`config.mk`:
```
export PLATFORM = sky130hd
export DESIGN_NAME = prmc_ctrl
export DESIGN_NICKNAME = d
export VERILOG_FILES = /design/src/rtl/prmc_pkg.sv /design/src/rtl/prmc_sync.sv /design/src/rtl/prmc_ctrl.sv
export VERILOG_INCLUDE_DIRS = /design/src /design/src/rtl
export SDC_FILE = /design/constraint.sdc
export NUM_CORES = 1
export LEC_CHECK = 0
export ABC_AREA = 1
export BUFFER_PORTS_ARGS = -buffer_cell sky130_fd_sc_hd__buf_2
export CAP_MARGIN = 25
export CORE_MARGIN = 3
export CORE_UTILIZATION = 45
export CTS_CLUSTER_DIAMETER = 80
export DETAILED_ROUTE_END_ITERATION = 16
export PLACE_DENSITY = 0.74
export SETUP_SLACK_MARGIN = 0.02
export SLEW_MARGIN = 30
export SYNTH_ARGS = -nofsm -noshare
export SYNTH_HDL_FRONTEND = slang
export SYNTH_HIERARCHICAL = 1
export SYNTH_SLANG_ARGS = --single-unit
```
`constraint.sdc`:
```
create_clock -name sys_clk -period 1.6 [get_ports sys_clk]
set_input_delay 0.24 -clock sys_clk [delete_from_list [all_inputs] [get_ports sys_clk]]
set_output_delay 0.24 -clock sys_clk [all_outputs]
set_load 0.05 [all_outputs]
```
`src/rtl/prmc_regs.svh`:
```
// register offsets, field positions, reset values and wake timing
// of the power reduction mode controller; included by its bare name
`ifndef PRMC_REGS_SVH
`define PRMC_REGS_SVH

// =====================================================
// byte offsets on the wishbone bus
`define PRMC_OFS_CONTROL   8'h00
`define PRMC_OFS_WAKECFG   8'h04
`define PRMC_OFS_STATUS    8'h08

// =====================================================
// control register fields
`define PRMC_BIT_HALT      0
`define PRMC_BIT_SLEEP     1
`define PRMC_BIT_LOCK      2
`define PRMC_BIT_SPARE_A   3
`define PRMC_BIT_SPARE_B   4

// =====================================================
// wake configuration fields
`define PRMC_POS_KEY_POL   0
`define PRMC_POS_KEY_EN    4
`define PRMC_POS_EXT_EN    8
`define PRMC_RST_KEY_POL   4'h0
`define PRMC_RST_KEY_EN    4'hf
`define PRMC_RST_EXT_EN    2'h3

// =====================================================
// status register fields
`define PRMC_POS_STATE     0
`define PRMC_POS_WAKESRC   4
`define PRMC_BIT_RAMBLOCK  8
`define PRMC_BIT_HOLD      9

// =====================================================
// timing: keyboard wake holds execution this many clocks
`define PRMC_KEY_WAKE_CLOCKS 1024

`endif

```
`src/rtl/prmc_pkg.sv`:
```
// types shared by the power reduction mode controller files
// assumes prmc_regs.svh carries the numeric constants
package prmc_pkg;

    // =====================================================
    // controller modes
    typedef enum logic [2:0] {
        PRMC_RUN,
        PRMC_IDLE,
        PRMC_PDOWN,
        PRMC_HOLD_EXT,
        PRMC_HOLD_KEY
    } prmc_state_type;

    // =====================================================
    // clock gate controls travel together
    typedef struct packed {
        logic osc;
        logic periph;
        logic cpu;
    } prmc_clk_type;

    // =====================================================
    // last wake cause, shown in status
    typedef enum logic [1:0] {
        PRMC_WAKE_NONE,
        PRMC_WAKE_IRQ,
        PRMC_WAKE_EXT,
        PRMC_WAKE_KEY
    } prmc_wake_type;

endpackage : prmc_pkg

```
`src/rtl/prmc_sync.sv`:
```
// two flip-flop synchroniser for asynchronous pin levels
// assumes each bit is an independent level, no bus coherency
`timescale 1ns/100ps
`default_nettype none

module prmc_sync #(
    parameter int WIDTH = 1
) (
    // clock and reset
    input  wire logic             sys_clk,
    input  wire logic             reset,
    // levels
    input  wire logic [WIDTH-1:0] pinLevel,
    output logic      [WIDTH-1:0] syncLevel
);

    logic [WIDTH-1:0] stage1;

    // =====================================================
    // first stage feeds only the second
    always_ff @(posedge sys_clk) begin
        if (reset) begin
            stage1    <= '0;
            syncLevel <= '0;
        end else begin
            stage1    <= pinLevel;
            syncLevel <= stage1;
        end
    end

endmodule : prmc_sync

`default_nettype wire

```
`src/rtl/prmc_ctrl.sv`:
```
// power reduction mode controller: idle, power-down, wake and lock
// assumes a free running sys_clk that survives power-down (the
// oscillator gate is an output), a same-clock enabled interrupt
// request, and classic wishbone register access
//
// What this block does
// - idle stops cpu clock while peripherals keep their clock
// - idle keeps pc, status word, sfrs and ram untouched
// - setting halt request while unlocked enters idle after that write
// - halt and sleep together enter power-down, never idle afterwards
// - enabled interrupt in idle clears halt and restores cpu clock
// - reset pin high clears halt and restores cpu clock
// - after reset pin wake block internal ram, allow port access
// - power-down stops oscillator and all clocks, state preserved
// - setting sleep request while unlocked enters power-down
// - power-down wakes on both external irqs and four key inputs
// - wake clears sleep request, restarts oscillator and all clocks
// - external irq wake holds execution until that input releases
// - key wake resumes execution after 1024 clocks regardless of key
// - interrupt wake runs service routine then continues after entry
// - external irq wake leaves sfrs and ram unaltered
// - each key input selects high or low level wake
// - two software writable spare flags in control register
// - lock set prevents software setting halt or sleep request
// - reset pin in power-down clears sleep and restores clocks
//
// Our own choices: the address map and register access over Wishbone.
`timescale 1ns/100ps
`default_nettype none
`include "prmc_regs.svh"

module prmc_ctrl #(
    parameter int KEY_WAKE_CLOCKS = `PRMC_KEY_WAKE_CLOCKS
) (
    // clock and reset
    input  wire logic                  sys_clk,
    input  wire logic                  reset,
    // wishbone slave
    input  wire logic                  wb_cyc_i,
    input  wire logic                  wb_stb_i,
    input  wire logic                  wb_we_i,
    input  wire logic [7:0]            wb_adr_i,
    input  wire logic [3:0]            wb_sel_i,
    input  wire logic [31:0]           wb_dat_i,
    output logic      [31:0]           wb_dat_o,
    output logic                       wb_ack_o,
    // wake sources
    input  wire logic                  irqPending,
    input  wire logic                  extIrqA_n,
    input  wire logic                  extIrqB_n,
    input  wire logic [3:0]            keyWakeInputs,
    input  wire logic                  resetPinLevel,
    // clock gates and cpu control
    output prmc_pkg::prmc_clk_type     clkGate,
    output logic                       execHold,
    output logic                       ramAccessBlock
);

    localparam int KEY_LAST = KEY_WAKE_CLOCKS - 1;

    // =====================================================
    // pin synchronisers
    logic [6:0] pinSync;
    prmc_sync #(.WIDTH(7)) pinSyncInst (
        .sys_clk   (sys_clk),
        .reset     (reset),
        .pinLevel  ({resetPinLevel, keyWakeInputs, extIrqB_n, extIrqA_n}),
        .syncLevel (pinSync)
    );

    wire       rstPin    = pinSync[6];
    wire [3:0] keyLevel  = pinSync[5:2];
    wire [1:0] extActive = ~pinSync[1:0];

    // =====================================================
    // state
    prmc_pkg::prmc_state_type state;
    prmc_pkg::prmc_state_type next_state;
    prmc_pkg::prmc_wake_type  wakeSrc;
    prmc_pkg::prmc_wake_type  next_wakeSrc;
    logic        haltReq;
    logic        sleepReq;
    logic        lockBit;
    logic        spareA;
    logic        spareB;
    logic [3:0]  keyPolarity;
    logic [3:0]  keyEnable;
    logic [1:0]  extEnable;
    logic [1:0]  wakeLines;
    logic [10:0] keyCount;

    // =====================================================
    // bus decode
    wire busReq    = wb_cyc_i & wb_stb_i & ~wb_ack_o;
    wire busWrite  = busReq & wb_we_i;
    wire hitCtrl   = wb_adr_i == `PRMC_OFS_CONTROL;
    wire hitCfg    = wb_adr_i == `PRMC_OFS_WAKECFG;
    wire hitStat   = wb_adr_i == `PRMC_OFS_STATUS;
    wire wrCtrl    = busWrite & hitCtrl & wb_sel_i[0];
    wire wrCfgLo   = busWrite & hitCfg & wb_sel_i[0];
    wire wrCfgHi   = busWrite & hitCfg & wb_sel_i[1];

    // =====================================================
    // wake detection
    // key level compare: polarity bit high means high level wakes
    wire [3:0] keyHit  = keyEnable & ~(keyLevel ^ keyPolarity);
    wire [1:0] extHit  = extEnable & extActive;
    wire       anyKey  = |keyHit;
    wire       anyExt  = |extHit;
    wire       extHeld = |(wakeLines & extActive);
    wire       keyDone = keyCount == KEY_LAST[10:0];

    // =====================================================
    // mode sequencing; reset pin outranks every other wake
    always_comb begin
        next_state   = state;
        next_wakeSrc = wakeSrc;
        unique case (state)
            prmc_pkg::PRMC_RUN: begin
                if (sleepReq) begin
                    next_state = prmc_pkg::PRMC_PDOWN;
                end else if (haltReq) begin
                    next_state = prmc_pkg::PRMC_IDLE;
                end
            end
            prmc_pkg::PRMC_IDLE: begin
                if (rstPin) begin
                    next_state = prmc_pkg::PRMC_RUN;
                end else if (irqPending) begin
                    next_state   = prmc_pkg::PRMC_RUN;
                    next_wakeSrc = prmc_pkg::PRMC_WAKE_IRQ;
                end
            end
            prmc_pkg::PRMC_PDOWN: begin
                if (rstPin) begin
                    next_state = prmc_pkg::PRMC_RUN;
                end else if (anyExt) begin
                    next_state   = prmc_pkg::PRMC_HOLD_EXT;
                    next_wakeSrc = prmc_pkg::PRMC_WAKE_EXT;
                end else if (anyKey) begin
                    next_state   = prmc_pkg::PRMC_HOLD_KEY;
                    next_wakeSrc = prmc_pkg::PRMC_WAKE_KEY;
                end
            end
            prmc_pkg::PRMC_HOLD_EXT: begin
                if (rstPin || !extHeld) begin
                    next_state = prmc_pkg::PRMC_RUN;
                end
            end
            prmc_pkg::PRMC_HOLD_KEY: begin
                if (rstPin || keyDone) begin
                    next_state = prmc_pkg::PRMC_RUN;
                end
            end
            default: begin
                next_state = prmc_pkg::PRMC_RUN;
            end
        endcase
    end

    // =====================================================
    // clock gates follow the next mode so outputs match state
    // nothing else is touched while frozen, so cpu and ram state stay
    wire nextIdle  = next_state == prmc_pkg::PRMC_IDLE;
    wire nextPdown = next_state == prmc_pkg::PRMC_PDOWN;
    wire nextHold  = next_state == prmc_pkg::PRMC_HOLD_EXT || next_state == prmc_pkg::PRMC_HOLD_KEY;
    wire [2:0] next_clk = {~nextPdown, ~nextPdown, ~(nextPdown | nextIdle)};

    // =====================================================
    // request bits: software write masked by lock, hardware clear on wake
    // a write in the wake cycle wins, so a fresh request is never lost
    wire leaving   = (state != prmc_pkg::PRMC_RUN) && (next_state != state);
    wire wakeClear = (state == prmc_pkg::PRMC_IDLE || state == prmc_pkg::PRMC_PDOWN) && leaving;
    wire setHalt   = wb_dat_i[`PRMC_BIT_HALT] & ~lockBit;
    wire setSleep  = wb_dat_i[`PRMC_BIT_SLEEP] & ~lockBit;
    wire next_halt  = wrCtrl ? setHalt : (wakeClear ? 1'b0 : haltReq);
    wire next_sleep = wrCtrl ? setSleep : (wakeClear ? 1'b0 : sleepReq);

    // =====================================================
    // read data mux; unmapped offsets read zero and still ack
    wire [31:0] ctrlWord = {27'h0, spareB, spareA, lockBit, sleepReq, haltReq};
    wire [31:0] cfgWord  = {22'h0, extEnable, keyEnable, keyPolarity};
    wire [31:0] statWord = {22'h0, execHold, ramAccessBlock, 2'h0, wakeSrc, 1'b0, state};
    wire [31:0] readWord = hitCtrl ? ctrlWord : hitCfg ? cfgWord : hitStat ? statWord : 32'h0;

    // =====================================================
    // mode, gates and hold
    always_ff @(posedge sys_clk) begin
        if (reset) begin
            state    <= prmc_pkg::PRMC_RUN;
            wakeSrc  <= prmc_pkg::PRMC_WAKE_NONE;
            clkGate  <= 3'h7;
            execHold <= 1'b0;
        end else begin
            state    <= next_state;
            wakeSrc  <= next_wakeSrc;
            clkGate  <= next_clk;
            execHold <= nextHold;
        end
    end

    // =====================================================
    // ram block after a reset pin wake, until internal reset arrives
    always_ff @(posedge sys_clk) begin
        if (reset) begin
            ramAccessBlock <= 1'b0;
        end else if (rstPin && state != prmc_pkg::PRMC_RUN) begin
            ramAccessBlock <= 1'b1;
        end
    end

    // =====================================================
    // key wake counter and latched wake lines
    always_ff @(posedge sys_clk) begin
        if (reset) begin
            keyCount  <= 11'h0;
            wakeLines <= 2'h0;
        end else begin
            keyCount  <= (state == prmc_pkg::PRMC_HOLD_KEY) ? keyCount + 11'h1 : 11'h0;
            wakeLines <= (state == prmc_pkg::PRMC_PDOWN) ? extHit : wakeLines;
        end
    end

    // =====================================================
    // control register
    always_ff @(posedge sys_clk) begin
        if (reset) begin
            haltReq  <= 1'b0;
            sleepReq <= 1'b0;
            lockBit  <= 1'b0;
            spareA   <= 1'b0;
            spareB   <= 1'b0;
        end else begin
            haltReq  <= next_halt;
            sleepReq <= next_sleep;
            if (wrCtrl) begin
                lockBit <= wb_dat_i[`PRMC_BIT_LOCK];
                spareA  <= wb_dat_i[`PRMC_BIT_SPARE_A];
                spareB  <= wb_dat_i[`PRMC_BIT_SPARE_B];
            end
        end
    end

    // =====================================================
    // wake configuration register
    always_ff @(posedge sys_clk) begin
        if (reset) begin
            keyPolarity <= `PRMC_RST_KEY_POL;
            keyEnable   <= `PRMC_RST_KEY_EN;
            extEnable   <= `PRMC_RST_EXT_EN;
        end else begin
            if (wrCfgLo) begin
                keyPolarity <= wb_dat_i[`PRMC_POS_KEY_POL +: 4];
                keyEnable   <= wb_dat_i[`PRMC_POS_KEY_EN +: 4];
            end
            if (wrCfgHi) begin
                extEnable <= wb_dat_i[`PRMC_POS_EXT_EN +: 2];
            end
        end
    end

    // =====================================================
    // bus answer: ack one cycle after the request, then drop
    always_ff @(posedge sys_clk) begin
        if (reset) begin
            wb_ack_o <= 1'b0;
            wb_dat_o <= 32'h0;
        end else begin
            wb_ack_o <= busReq;
            wb_dat_o <= busReq ? readWord : wb_dat_o;
        end
    end
endmodule : prmc_ctrl

`default_nettype wire

```
==> key figures, run 1 <==
Worst setup path
  – Worst EP required: 1880 ps
  – Crit Reg-Reg Endpoint: sleepReq
  – Slowest-stage cell, CP: dfxtp_2
  – Worst path cell trace: ha_4 -> nand3_4 -> nor2_4 -> inv_2 -> nor2_4 -> nand2_2 -> nand2_1 -> nand2_1 -> nand2_2 -> nand2_2 -> nand2_1 -> nand3_1 -> nand2_1 -> nand3_2 -> a21oi_2
  – Crit. Startpoint: keyCount[0]
  – Worst path top cell family by delay: simple AND/OR/NAND/NOR gates
  – CP peak stage delay: roughly 350 ps
  – Crit path buffers/inverters: 1
  – R2R depth: 15
  – RR Startpoint: keyCount[0]
  – Reg2Reg Setup Slack: -140 ps
  – CP endpoint kind: flop
  – Worst path most repeated cell: nand2_1
  – CP Class: reg -> reg
  – Crit start category: flop
  – Max FO, Critical Path: 2
  – Worst Path Arrival: 2020 ps

Timing
  – Final hold violation count: 0
  – RSZ-0062 raised after global routing: yes
  – Worst hold slack: 100 ps
  – Setup ws final: -140 ps
  – Endpoints failing setup: 4
  – Pins Over Slew Limit: 0
  – Setup TNS: -407 ps
  – Clk_skew: between 5 and 6 ps
  – Crit share post-route: 109%
  – Clock period minus worst slack: ~1700 ps
  – F_max: roughly 0.57 GHz

Power and ir drop
  – Sequential share of power: ~49%
  – Sw Share: between 20% and 30%
  – Clk network pwr share: 40.1%
  – Internal power: about 2400 uW
  – Tot Pwr: around 3200 uW
  – Pleak: about 0.0016 uW
  – Sw Pwr: between 800 and 900 uW
  – Max VDD drop: roughly 720 uV
  – Logic pwr share: around 11%
  – PD cells: 908 nW/um2

Placed design
  – Setup Slack @ Placement: -48.8 ps
  – DP Area: roughly 3200 um2
  – Port Buffer Count: 48
  – Dpl hpwl: between 4 and 5 mm
  – RD Place Congestion: between 0.8 and 0.9

Hold path
  – Number of cells on the worst hold path: 3
  – Hold Crit Class: in -> reg
  – Hold EP: pinSyncInst/stage1[3]
  – HP Start: keyWakeInputs[1]

Logic synthesis
  – Average instance area after synthesis: around 7.3 um2
  – Yosys reg bits: just over 60
  – EDFF count, synth: 0
  – Sequential area share after synthesis: between 40% and 50%
  – Mapped Cells: between 300 and 400
  – YS warnings: 6
  – Async SR Flop Fraction: 0%
  – Main synth FF type: dfxtp_1
  – Synth unique cells: 30
  – Synth Cell Area: 2810 um2

Cells and area
  – Finished Cell Area: between 3000 and 4000 um2
  – Ant. Diodes: 0
  – Area growth syn-to-layout: 27.4%
  – Ratio of cells with drive above 1 in the final layout: 29.8%
  – Filler cells: approximately 550
  – # nets final: between 500 and 600

GRT
  – GR met1 Demand/Resource: 22.7%
  – Met2 usage: 29.8%
  – Largest net degree at the start of global routing: 35
  – Vias in the first global route: between 2000 and 2500
  – GRT busiest layer: met2
  – All-layer global routing usage: between 10% and 20%
  – Initial antenna violation count: 0
  – First-pass GRT wire length: roughly 10 mm
  – Global-route track usage on met3: around 6.5%
  – GRT overflow: 0

Route
  – Number of remaining DRC errors: 0
  – Pre-antenna DRT Iters: 7
  – Post-DRT Antenna Nets: 0
  – DRT iter0 DRCs: roughly 200
  – Routed vias: between 2000 and 3000
  – WL final: 6.55 mm
  – Drt wl/cell: 11.9 um
  – Vias per std cell: around 4.9

Clock tree
  – Clk root buf: clkbuf_8
  – CTS tree: yes
  – Skew-Pair Late Insertion Delay: 340 ps
  – Clock net sink count: 62
  – CTS Buf Count: 9
  – CTS Hold Bufs: 0
  – CTS clk-pin slew, worst paths: about 70 ps
  – Longest Clk Path Bufs: 2
  – Htree depth: 3

Floorplan
  – IO Pins: 95
  – DIE WIDTH: roughly 85 um
  – Site row count: 28
  – Initial core utilization: between 40% and 50%
  – Die Area: 7220 um2
  – CORE AREA: between 5000 and 6000 um2
  – Height of the die: ~85 um

Flow run
  – Max-cap violations: 0

Status
  – Failing checks: setup timing
  – Status: finished with violations
==> flip-flops by register name, summed over array words and instances (netlist names), 2 cells and up <==
name and flops:
wakeLines 2, wakeSrc 2, pinSyncInst/syncLevel 7, extEnable 2, keyPolarity 4, wb_dat_o 10, state 3, keyCount 11
keyEnable 4, pinSyncInst/stage1 7, clkGate 2
==> layer usage <==
layer | routed length, um | part of all wire (%)
met1 | 2820 | 43
met2 | 3130 | 48
met3 | 526 | 8.0
met4 | 76 | 1.2
met5 | 0 | 0
==> cell families after synthesis <==
family                   after synthesis  share of synthesized area (%)
flip-flops                            62                           44.2
adder cells (fa/ha/maj)                1                          0.446
buffers and inverters                 93                           15.8
AO/OA/AOI/OAI                         64                           12.6
AND/OR/NAND/NOR                      162                           26.1
XOR/XNOR                               2                          0.625
other                                  1                          0.134
==> synthesized netlist by cell type (2+ instances only) <==
cell type,count,area (um2)
nand4_1,5,31.3
nand3_1,23,115
a31oi_1,2,12.5
nor2_4,2,22.5
nand3_2,3,30.0
a21oi_1,33,165
clkbuf_1,5,18.8
buf_4,23,173
nand2_1,75,282
o211ai_1,5,37.5
nor2_1,43,161
nor3_1,2,10.0
o22ai_1,3,18.8
nand2_2,5,31.3
inv_2,9,33.8
o221ai_1,3,26.3
dfxtp_1,62,1240
inv_1,54,203
o21ai_0,17,85.1
==> cells in the final DEF, fill, tap and decap left out, types with 5 or more instances in the layout <==
cell type | Yosys | routed
conb_1 | 1 | 22
buf_2 | 1 | 48
nand4_1 | 5 | 5
dfxtp_1 | 62 | 57
nand2_2 | 5 | 8
inv_2 | 9 | 11
buf_4 | 23 | 33
o211ai_1 | 5 | 5
clkbuf_8 | 0 | 9
nand3_1 | 23 | 21
inv_1 | 54 | 51
a21oi_1 | 33 | 30
o21ai_0 | 17 | 15
nor2_1 | 43 | 39
nand2_1 | 75 | 72
==> how the worst max path moves through the flow <==
stage | end | cells after the start
after detailed placement | haltReq | 15
final | sleepReq | 15
after floorplan | keyPolarity[2] | 9
after CTS | sleepReq | 15
after global routing | haltReq | 15
after global placement | sleepReq | 15
==> cell type report <==
cell class / count / area (um2) / share of cell area [%]
Inverter: 63 / 239 / 6.69
Clock inverter: 4 / 47.5 / 1.33
Sequential cell: 62 / 1250 / 35.0
Tap cell: 75 / 93.8 / 2.63
Clock buffer: 12 / 135 / 3.78
Timing Repair Buffer: 84 / 522 / 14.6
Multi-Input combinational cell: 251 / 1290 / 36.0
==> stage by stage <==
step	instances	utilization (%)
detailed placement	521	53.2
global placement	521	53.2
global route	551	59.7
floorplan	406	-
finish	551	59.7
CTS	545	57.7
==> worst register-to-register path: stages, from the launching register on <==
cell,delay (ps)
dfxtp_2,350
ha_4,150
nand3_4,80
nor2_4,120
inv_2,60
nor2_4,110
nand2_2,60
nand2_1,60
nand2_1,70
nand2_2,90
nand2_2,50
nand2_1,60
nand3_1,80
nand2_1,110
nand3_2,80
a21oi_2,130
==> power groups by stage <==
stage | logic, uW | clock network [uW] | registers (uW)
finish | 351 | 1300 | 1590
global route | 379 | 1400 | 1600
CTS | 343 | 1320 | 1590
detailed placement | 339 | 0 | 1630
global placement | 336 | 0 | 1630
floorplan | 265 | 0 | 1660
==> timing repair <==
action	in CTS	in global routing
endpoints found under the hold margin	0	0
gates cloned	0	0
setup endpoints to repair	2	13
resized for setup	7	24
pin swaps	5	10
setup buffers	8	9
Power figures use the tool's default switching activity.
==> run 2: changes to the inputs <==
- ABC_AREA: 1 -> unset
- CORE_UTILIZATION: 45 -> 46
==> run 2 against run 1 <==
Sequential power about the same. Critical path type is now in -> reg. Critical endpoint is now keyEnable[1]. Cell count down 11%. Via count decreased by 6.2%. The run still ends with setup timing left. Critical path depth is 9 lower.
==> key figures, run 2 <==
Timing
  – Endpoints failing setup: 1 (-3)
  – Crit share post-route: 100% (-8.4 points)
  – Rel. slew slack: 67.3%
  – Worst hold slack: 110 ps (+9.77 ps)
  – Setup TNS: -5.99 ps (+401 ps)
  – Final hold violation count: 0 (unchanged)
  – Least-Margin Pin Slew: between 400 and 500 ps
  – Clk_skew: 8.50 ps (+2.86 ps)
  – Clock period minus worst slack: 1610 ps (-134 ps)
  – RSZ-0062 raised after global routing: yes
  – Pins Over Slew Limit: 0 (unchanged)
  – Setup ws final: -5.99 ps (+134 ps)
  – F_max: 0.623 GHz (+8.3%)

Worst setup path
  – Worst path cell trace: buf_6 -> or4_4 -> nor4b_4 -> and3_4 -> nor2b_1 -> a211o_2
  – CP endpoint kind: flop
  – Worst EP required: 1830 ps (-50 ps)
  – CP Class: in -> reg
  – Crit start category: primary input
  – Worst Path Arrival: 1830 ps (-190 ps)
  – Slowest-stage cell, CP: or4_4
  – Max FO, Critical Path: 5 (+3)
  – CP peak stage delay: 540 ps (+190 ps)

Logic synthesis
  – Commonest cells post-synth: 62 x dfxtp_1, 41 x nor2_1, 23 x buf_4, 16 x nor2b_1
  – Sequential area share after synthesis: 42.6% (-1.6 points)
  – Average instance area after synthesis: 9.18 um2 (+26%)
  – Yosys top cell by area: dfxtp_1
  – YS warnings: 6 (unchanged)
  – Synth Cell Area: 2910 um2 (+3.8%)
  – Ranking of synthesized cells by area: dfxtp_1 43%, buf_4 5.9%, nor2_1 5.3%
  – Share of the synthesized area in the top cell type: 42.6% (-1.6 points)
  – Async SR Flop Fraction: 0% (unchanged)
  – Yosys reg bits: 62 (unchanged)
  – Mapped Cells: 317 (-18%)
  – EDFF count, synth: 0 (unchanged)
  – Synth unique cells: 58 (+93%)
  – Most frequent cell after synthesis: dfxtp_1
  – Main synth FF type: dfxtp_1

Status
  – Failing checks: setup timing
  – Status: finished with violations

Placed design
  – Dpl hpwl: 4.71 mm (+3.7%)
  – Port Buffer Count: 48 (unchanged)
  – RD Place Congestion: 0.815 (-6.2%)
  – DP Area: 3430 um2 (+7.5%)
  – Setup Slack @ Placement: -437 ps (-389 ps)

Cells and area
  – Area growth syn-to-layout: 31.8%
  – Biggest register: keyCount
  – Ratio of cells with drive above 1 in the final layout: 38.8% (+8.9 points)
  – Ant. Diodes: 0 (unchanged)
  – Most frequent cells in the layout: 56 x dfxtp_1, 48 x buf_4, 47 x buf_2, 38 x nor2_1, 22 x conb_1
  – Finished Cell Area: 3840 um2 (+7.4%)
  – Top flop regs: keyCount x11, wb_dat_o x10
  – Max reg flops: 11 (unchanged)
  – # nets final: 471 (-11%)
  – Commonest non-fill, non-tap cell in the layout: dfxtp_1

Flow run
  – Max-cap violations: 0 (unchanged)

Floorplan
  – DIE WIDTH: 85.6 um (+0.71%)
  – CORE AREA: 6030 um2 (+0.58%)
  – Initial core utilization: 48.3% (+1.5 points)
  – Height of the die: 85.6 um (+0.71%)
  – IO Pins: 95 (unchanged)
  – Die Area: 7320 um2 (+1.4%)
  – Site row count: 28 (unchanged)

GRT
  – Vias in the first global route: 2368 (-1.5%)
  – First-pass GRT wire length: 10.8 mm (+3.4%)
  – Initial antenna violation count: 0 (unchanged)
  – All-layer global routing usage: 18.7% (+0.52 points)
  – GRT overflow: 0 (unchanged)
  – Largest net degree at the start of global routing: 43 (+23%)

Route
  – Pre-antenna DRT Iters: 5 (-2)
  – Vias per std cell: 5.09 (+4.8%)
  – WL final: 6.68 mm (+1.9%)
  – Post-DRT Antenna Nets: 0 (unchanged)
  – Routed vias: 2510 (-6.2%)
  – DRT iter0 DRCs: 87 (-56%)
  – Drt wl/cell: 13.5 um (+14%)
  – Number of remaining DRC errors: 0 (unchanged)

Hold path
  – Hold Crit Class: in -> reg

Power and ir drop
  – Tot Pwr: 3260 uW (+0.26%)
  – Max VDD drop: 779 uV (+8.9%)
  – Pleak: 0.00161 uW (-1.3%)
  – PD cells: 848 nW/um2 (-6.6%)

Clock tree
  – Clk root buf: clkbuf_8
  – Longest Clk Path Bufs: 2 (unchanged)
  – Skew-Pair Late Insertion Delay: 330 ps (about the same)
  – CTS Buf Count: 9 (unchanged)
  – Htree depth: 3 (unchanged)
  – CTS clk-pin slew, worst paths: 70 ps (about the same)
  – Clock net sink count: 62 (unchanged)
  – CTS tree: yes
-- run 2: cell count changes in the layout (fill, tap and decap cells not counted), moves of 6 or more --
cell and delta:
a21oi_1 -18, a22oi_1 +13, buf_4 +15, inv_1 -47, inv_2 -11, mux2i_1 +13
nand2_1 -59, nand2_2 -8, nand3_1 -16, nor2b_1 +16, nor2b_2 +10, o21ai_0 -6
xnor2_1 +8
-- run 2: layout make-up --
class | instances | area, um2
flip-flops and latches | 62 | 1250
inverters | 4 | 15.0
multi-input cells | 236 | 1610
clock buffers | 11 | 141
fillers | 490 | 2190
clock inverters | 5 | 58.8
repair buffers | 100 | 661
well taps | 75 | 93.8
-- run 2: final timing paths --
check / end / from / cells past startpoint / slack [ps]
max: keyEnable[1] / wb_adr_i[5] / 6 / -6
min: keyEnable[3] / wb_dat_i[7] / 2 / 110
max reg2reg: haltReq / state[2] / 6 / 10
min reg2reg: pinSyncInst/syncLevel[0] / pinSyncInst/stage1[0] / 1 / 430
-- run 2: per-layer routing --
| layer | vias up | global-route usage (%) | routed length [um] |
|---|---|---|---|
| li1 | 1252 | - | - |
| met1 | 1165 | 24.0 | 2940 |
| met2 | 83 | 29.9 | 3220 |
| met3 | 10 | 4.71 | 401 |
| met4 | 0 | 8.20 | 121 |
| met5 | - | 0 | 0 |
-- run 2: repair_timing --
action | 4_1_cts | 5_1_grt
pin swaps | 8 | 16
setup buffers | 7 | 2
cloned | 1 | 0
hold buffers | 0 | 0
endpoints found under the setup margin | 19 | 23
resized for setup | 12 | 24
-- run 2: kinds of logic (layout without fill, tap and decap cells) --
group,Yosys count,count (layout),share of synthesized area (%)
adders and majority gates,1,1,0.430
other,1,22,0.129
xor gates and xnor gates,11,11,3.31
DFF,62,62,42.6
and+or+nand+nor,125,126,25.4
AOI/OAI and AO/OA,63,63,14.5
muxes,13,13,4.47
buffers and inverters,41,120,9.15
-- run 2: through the flow --
| step | cells | utilization (%) |
|---|---|---|
| 5_1_grt | 493 | 63.7 |
| 3_3_place_gp | 467 | 56.9 |
| 3_5_place_dp | 467 | 56.9 |
| 6_report | 493 | 63.7 |
| 2_1_floorplan | 338 | - |
| 4_1_cts | 491 | 61.8 |
-- run 2: critical path: cells and delay by family --
family                 cells  cell delay (ps)
AND/OR/NAND/NOR            4             1250
AO/OA/AOI/OAI              1              250
buffers and inverters      1               90
-- run 2: power by group --
group          leakage [uW]  internal, uW  switching (uW)  total [uW]
registers          0.000506          1560            10.1        1570
clock network     0.0000955           762             611        1370
logic               0.00101          98.0             214         312
==> run 3: changes to the inputs <==
- CORE_ASPECT_RATIO: unset -> 1.2
==> run 3 against run 2 <==
The run now ends clean. Cell count up 1.6%. Routed wire length up 2.5%. Clock-buffer cell count up 2. Sequential power about the same. Non-clock buffer count up 1. Clock power down 7%. Sequential share of layout area down 0.32 points. Via count down 0.68%. Combinational power up 4%. Worst setup slack better by 23 ps. Critical path depth unchanged. Critical path type unchanged. Largest power group unchanged.
==> key figures, run 3 (synthesis gave the netlist of run 2 again) <==
Status
  – Status: complete, no violations

Power and ir drop
  – PD cells: 822 nW/um2 (-3.1%)
  – Tot Pwr: 3180 uW (-2.3%)
  – Max VDD drop: 595 uV (-24%)
  – Pleak: 0.00166 uW (+2.9%)

Worst setup path
  – Crit. Startpoint: wb_adr_i[6]
  – Critical Path Sink: keyEnable[1]
  – Reg2Reg Setup Slack: 50 ps (+40 ps)
  – CP endpoint kind: flop
  – Worst EP required: 1830 ps (about the same)
  – Crit start category: primary input
  – CP peak stage delay: 550 ps (about the same)
  – R2R depth: 5 (-1)
  – Slowest-stage cell, CP: or4_4
  – CP Class: in -> reg
  – Worst path cell trace: buf_6 -> or4_4 -> nor4b_4 -> and3_4 -> nor2b_1 -> a211o_2
  – Crit Reg-Reg Endpoint: keyEnable[1]
  – RR Startpoint: wb_ack_o
  – Max FO, Critical Path: 5 (unchanged)
  – Worst Path Arrival: 1810 ps (-20 ps)

Timing
  – Clk_skew: 6.97 ps (-1.54 ps)
  – Final hold violation count: 0 (unchanged)
  – Clock period minus worst slack: 1580 ps (-22.8 ps)
  – Endpoints failing setup: 0 (-1)
  – Least-Margin Pin Slew: 532 ps (+48.9 ps)
  – F_max: 0.632 GHz (+1.4%)
  – Crit share post-route: 98.9% (-1.4 points)
  – Worst hold slack: 101 ps (-8.93 ps)
  – Setup ws final: 16.9 ps (+22.8 ps)
  – RSZ-0062 raised after global routing: yes
  – Rel. slew slack: 64.0% (-3.3 points)
  – Pins Over Slew Limit: 0 (unchanged)

Placed design
  – Setup Slack @ Placement: -408 ps (+29.3 ps)
  – DP Area: 3470 um2 (+1.4%)
  – RD Place Congestion: 0.881 (+8.2%)
  – Dpl hpwl: 4.98 mm (+5.6%)
  – Port Buffer Count: 48 (unchanged)

Clock tree
  – CTS clk-pin slew, worst paths: 70 ps (about the same)
  – Skew-Pair Late Insertion Delay: 340 ps (about the same)
  – CTS Hold Bufs: 0 (unchanged)
  – CTS tree: yes
  – Clock net sink count: 62 (unchanged)
  – Longest Clk Path Bufs: 2 (unchanged)
  – Htree depth: 3 (unchanged)
  – CTS Buf Count: 9 (unchanged)
  – Clk root buf: clkbuf_8

Floorplan
  – CORE AREA: 6090 um2 (+1.1%)
  – Site row count: 31 (+11%)
  – Height of the die: 93.2 um (+8.9%)
  – DIE WIDTH: 78.6 um (-8.1%)
  – Die Area: 7320 um2 (about the same)
  – Initial core utilization: 47.8% (-0.51 points)
  – IO Pins: 95 (unchanged)

GRT
  – Vias in the first global route: 2432 (+2.7%)
  – Met2 usage: 31.8% (+1.9 points)
  – First-pass GRT wire length: 10.8 mm (-0.31%)
  – GRT busiest layer: met2
  – Initial antenna violation count: 0 (unchanged)
  – Global-route track usage on met3: 5.88% (+1.2 points)
  – All-layer global routing usage: 18.9% (+0.19 points)
  – GRT overflow: 0 (unchanged)
  – Largest net degree at the start of global routing: 36 (-16%)
  – GR met1 Demand/Resource: 21.7% (-2.3 points)

Route
  – Pre-antenna DRT Iters: 4 (-1)
  – WL final: 6.85 mm (+2.5%)
  – Vias per std cell: 4.98 (-2.3%)
  – Post-DRT Antenna Nets: 0 (unchanged)
  – Routed vias: 2493 (-0.68%)
  – Drt wl/cell: 13.7 um (+0.86%)
  – Number of remaining DRC errors: 0 (unchanged)
  – DRT iter0 DRCs: 92 (+5.7%)

Cells and area
  – Most frequent cells in the layout: 56 x dfxtp_1, 51 x buf_4, 47 x buf_2, 40 x nor2_1, 22 x conb_1
  – Top flop regs: keyCount x11, wb_dat_o x10
  – Multi-input logic area: 1650 um2 (+2.3%)
  – Ratio of cells with drive above 1 in the final layout: 38.7% (-0.092 points)
  – Commonest non-fill, non-tap cell in the layout: dfxtp_1
  – Finished Cell Area: 3870 um2 (+0.78%)
  – Sequential cell area: 1250 um2 (-0.20%)
  – Area growth syn-to-layout: 32.8%
  – Biggest register: keyCount
  – Ant. Diodes: 0 (unchanged)
  – Filler cells: 508 (+3.7%)
  – Max reg flops: 11 (unchanged)
  – # nets final: 472 (+0.21%)

Flow run
  – Max-cap violations: 0 (unchanged)

Hold path
  – Hold Crit Class: in -> reg
run 3: cell types whose count changed in the layout (fill, tap and decap cells not counted), sizes merged:
cell,before,now
clkbuf,11,13
buf,100,101
bufinv,1,0
clkinvlp,2,1
run 3: area by class of cell:
type | count | area share, %
well taps | 82 | 2.65
multi-input cells | 236 | 42.7
inverters | 4 | 0.388
flip-flops and latches | 62 | 32.4
clock buffers | 13 | 4.37
clock inverters | 3 | 0.453
repair buffers | 101 | 17.1
run 3: worst max-delay path: cells and delay by family:
kind,cells,cell delay (ps)
buffers and inverters,1,90
AOI/OAI and AO/OA,1,270
and+or+nand+nor,4,1210
run 3: worst min-delay path by stage:
| stage | from | cells past startpoint | endpoint | slack [ps] |
|---|---|---|---|---|
| 2_1_floorplan | reset | 1 | pinSyncInst/stage1[0] | 310 |
| 3_3_place_gp | pinSyncInst/stage1[6] | 1 | pinSyncInst/syncLevel[6] | 410 |
| 3_5_place_dp | pinSyncInst/stage1[4] | 1 | pinSyncInst/syncLevel[4] | 420 |
| 4_1_cts | wb_dat_i[7] | 2 | keyEnable[3] | 90 |
| 5_1_grt | resetPinLevel | 2 | pinSyncInst/stage1[6] | 100 |
| 6_report | wb_dat_i[7] | 2 | keyEnable[3] | 100 |
run 3: repair_timing:
| action | in CTS | in global routing |
|---|---|---|
| pin swaps | 2 | 13 |
| resized for setup | 7 | 30 |
| setup buffers | 2 | 3 |
| endpoints found under the hold margin | 0 | 0 |
| endpoints found under the setup margin | 13 | 23 |
| cloned | 1 | 0 |
run 3: where the power goes:
group          total [uW]  internal (uW)  leakage (uW)  switching, uW
clock                1280            684     0.0000954            600
combinational         324            103       0.00106            221
sequential           1570           1560      0.000506           8.79
run 3: through the flow:
stage	setup TNS [ps]	instances	util, %
finish	0	501	63.5
global route	-161	501	63.5
CTS	0	498	61.1
detailed placement	-6300	479	57.0
global placement	-5520	479	57.0
floorplan	-3090	338	-
run 3: layer usage:
layer | up-vias | routed length [um] | part of all wire, %
li1 | 1262 | - | -
met1 | 1153 | 2910 | 43
met2 | 60 | 3410 | 50
met3 | 18 | 302 | 4.4
met4 | 0 | 219 | 3.2
met5 | - | 0 | 0
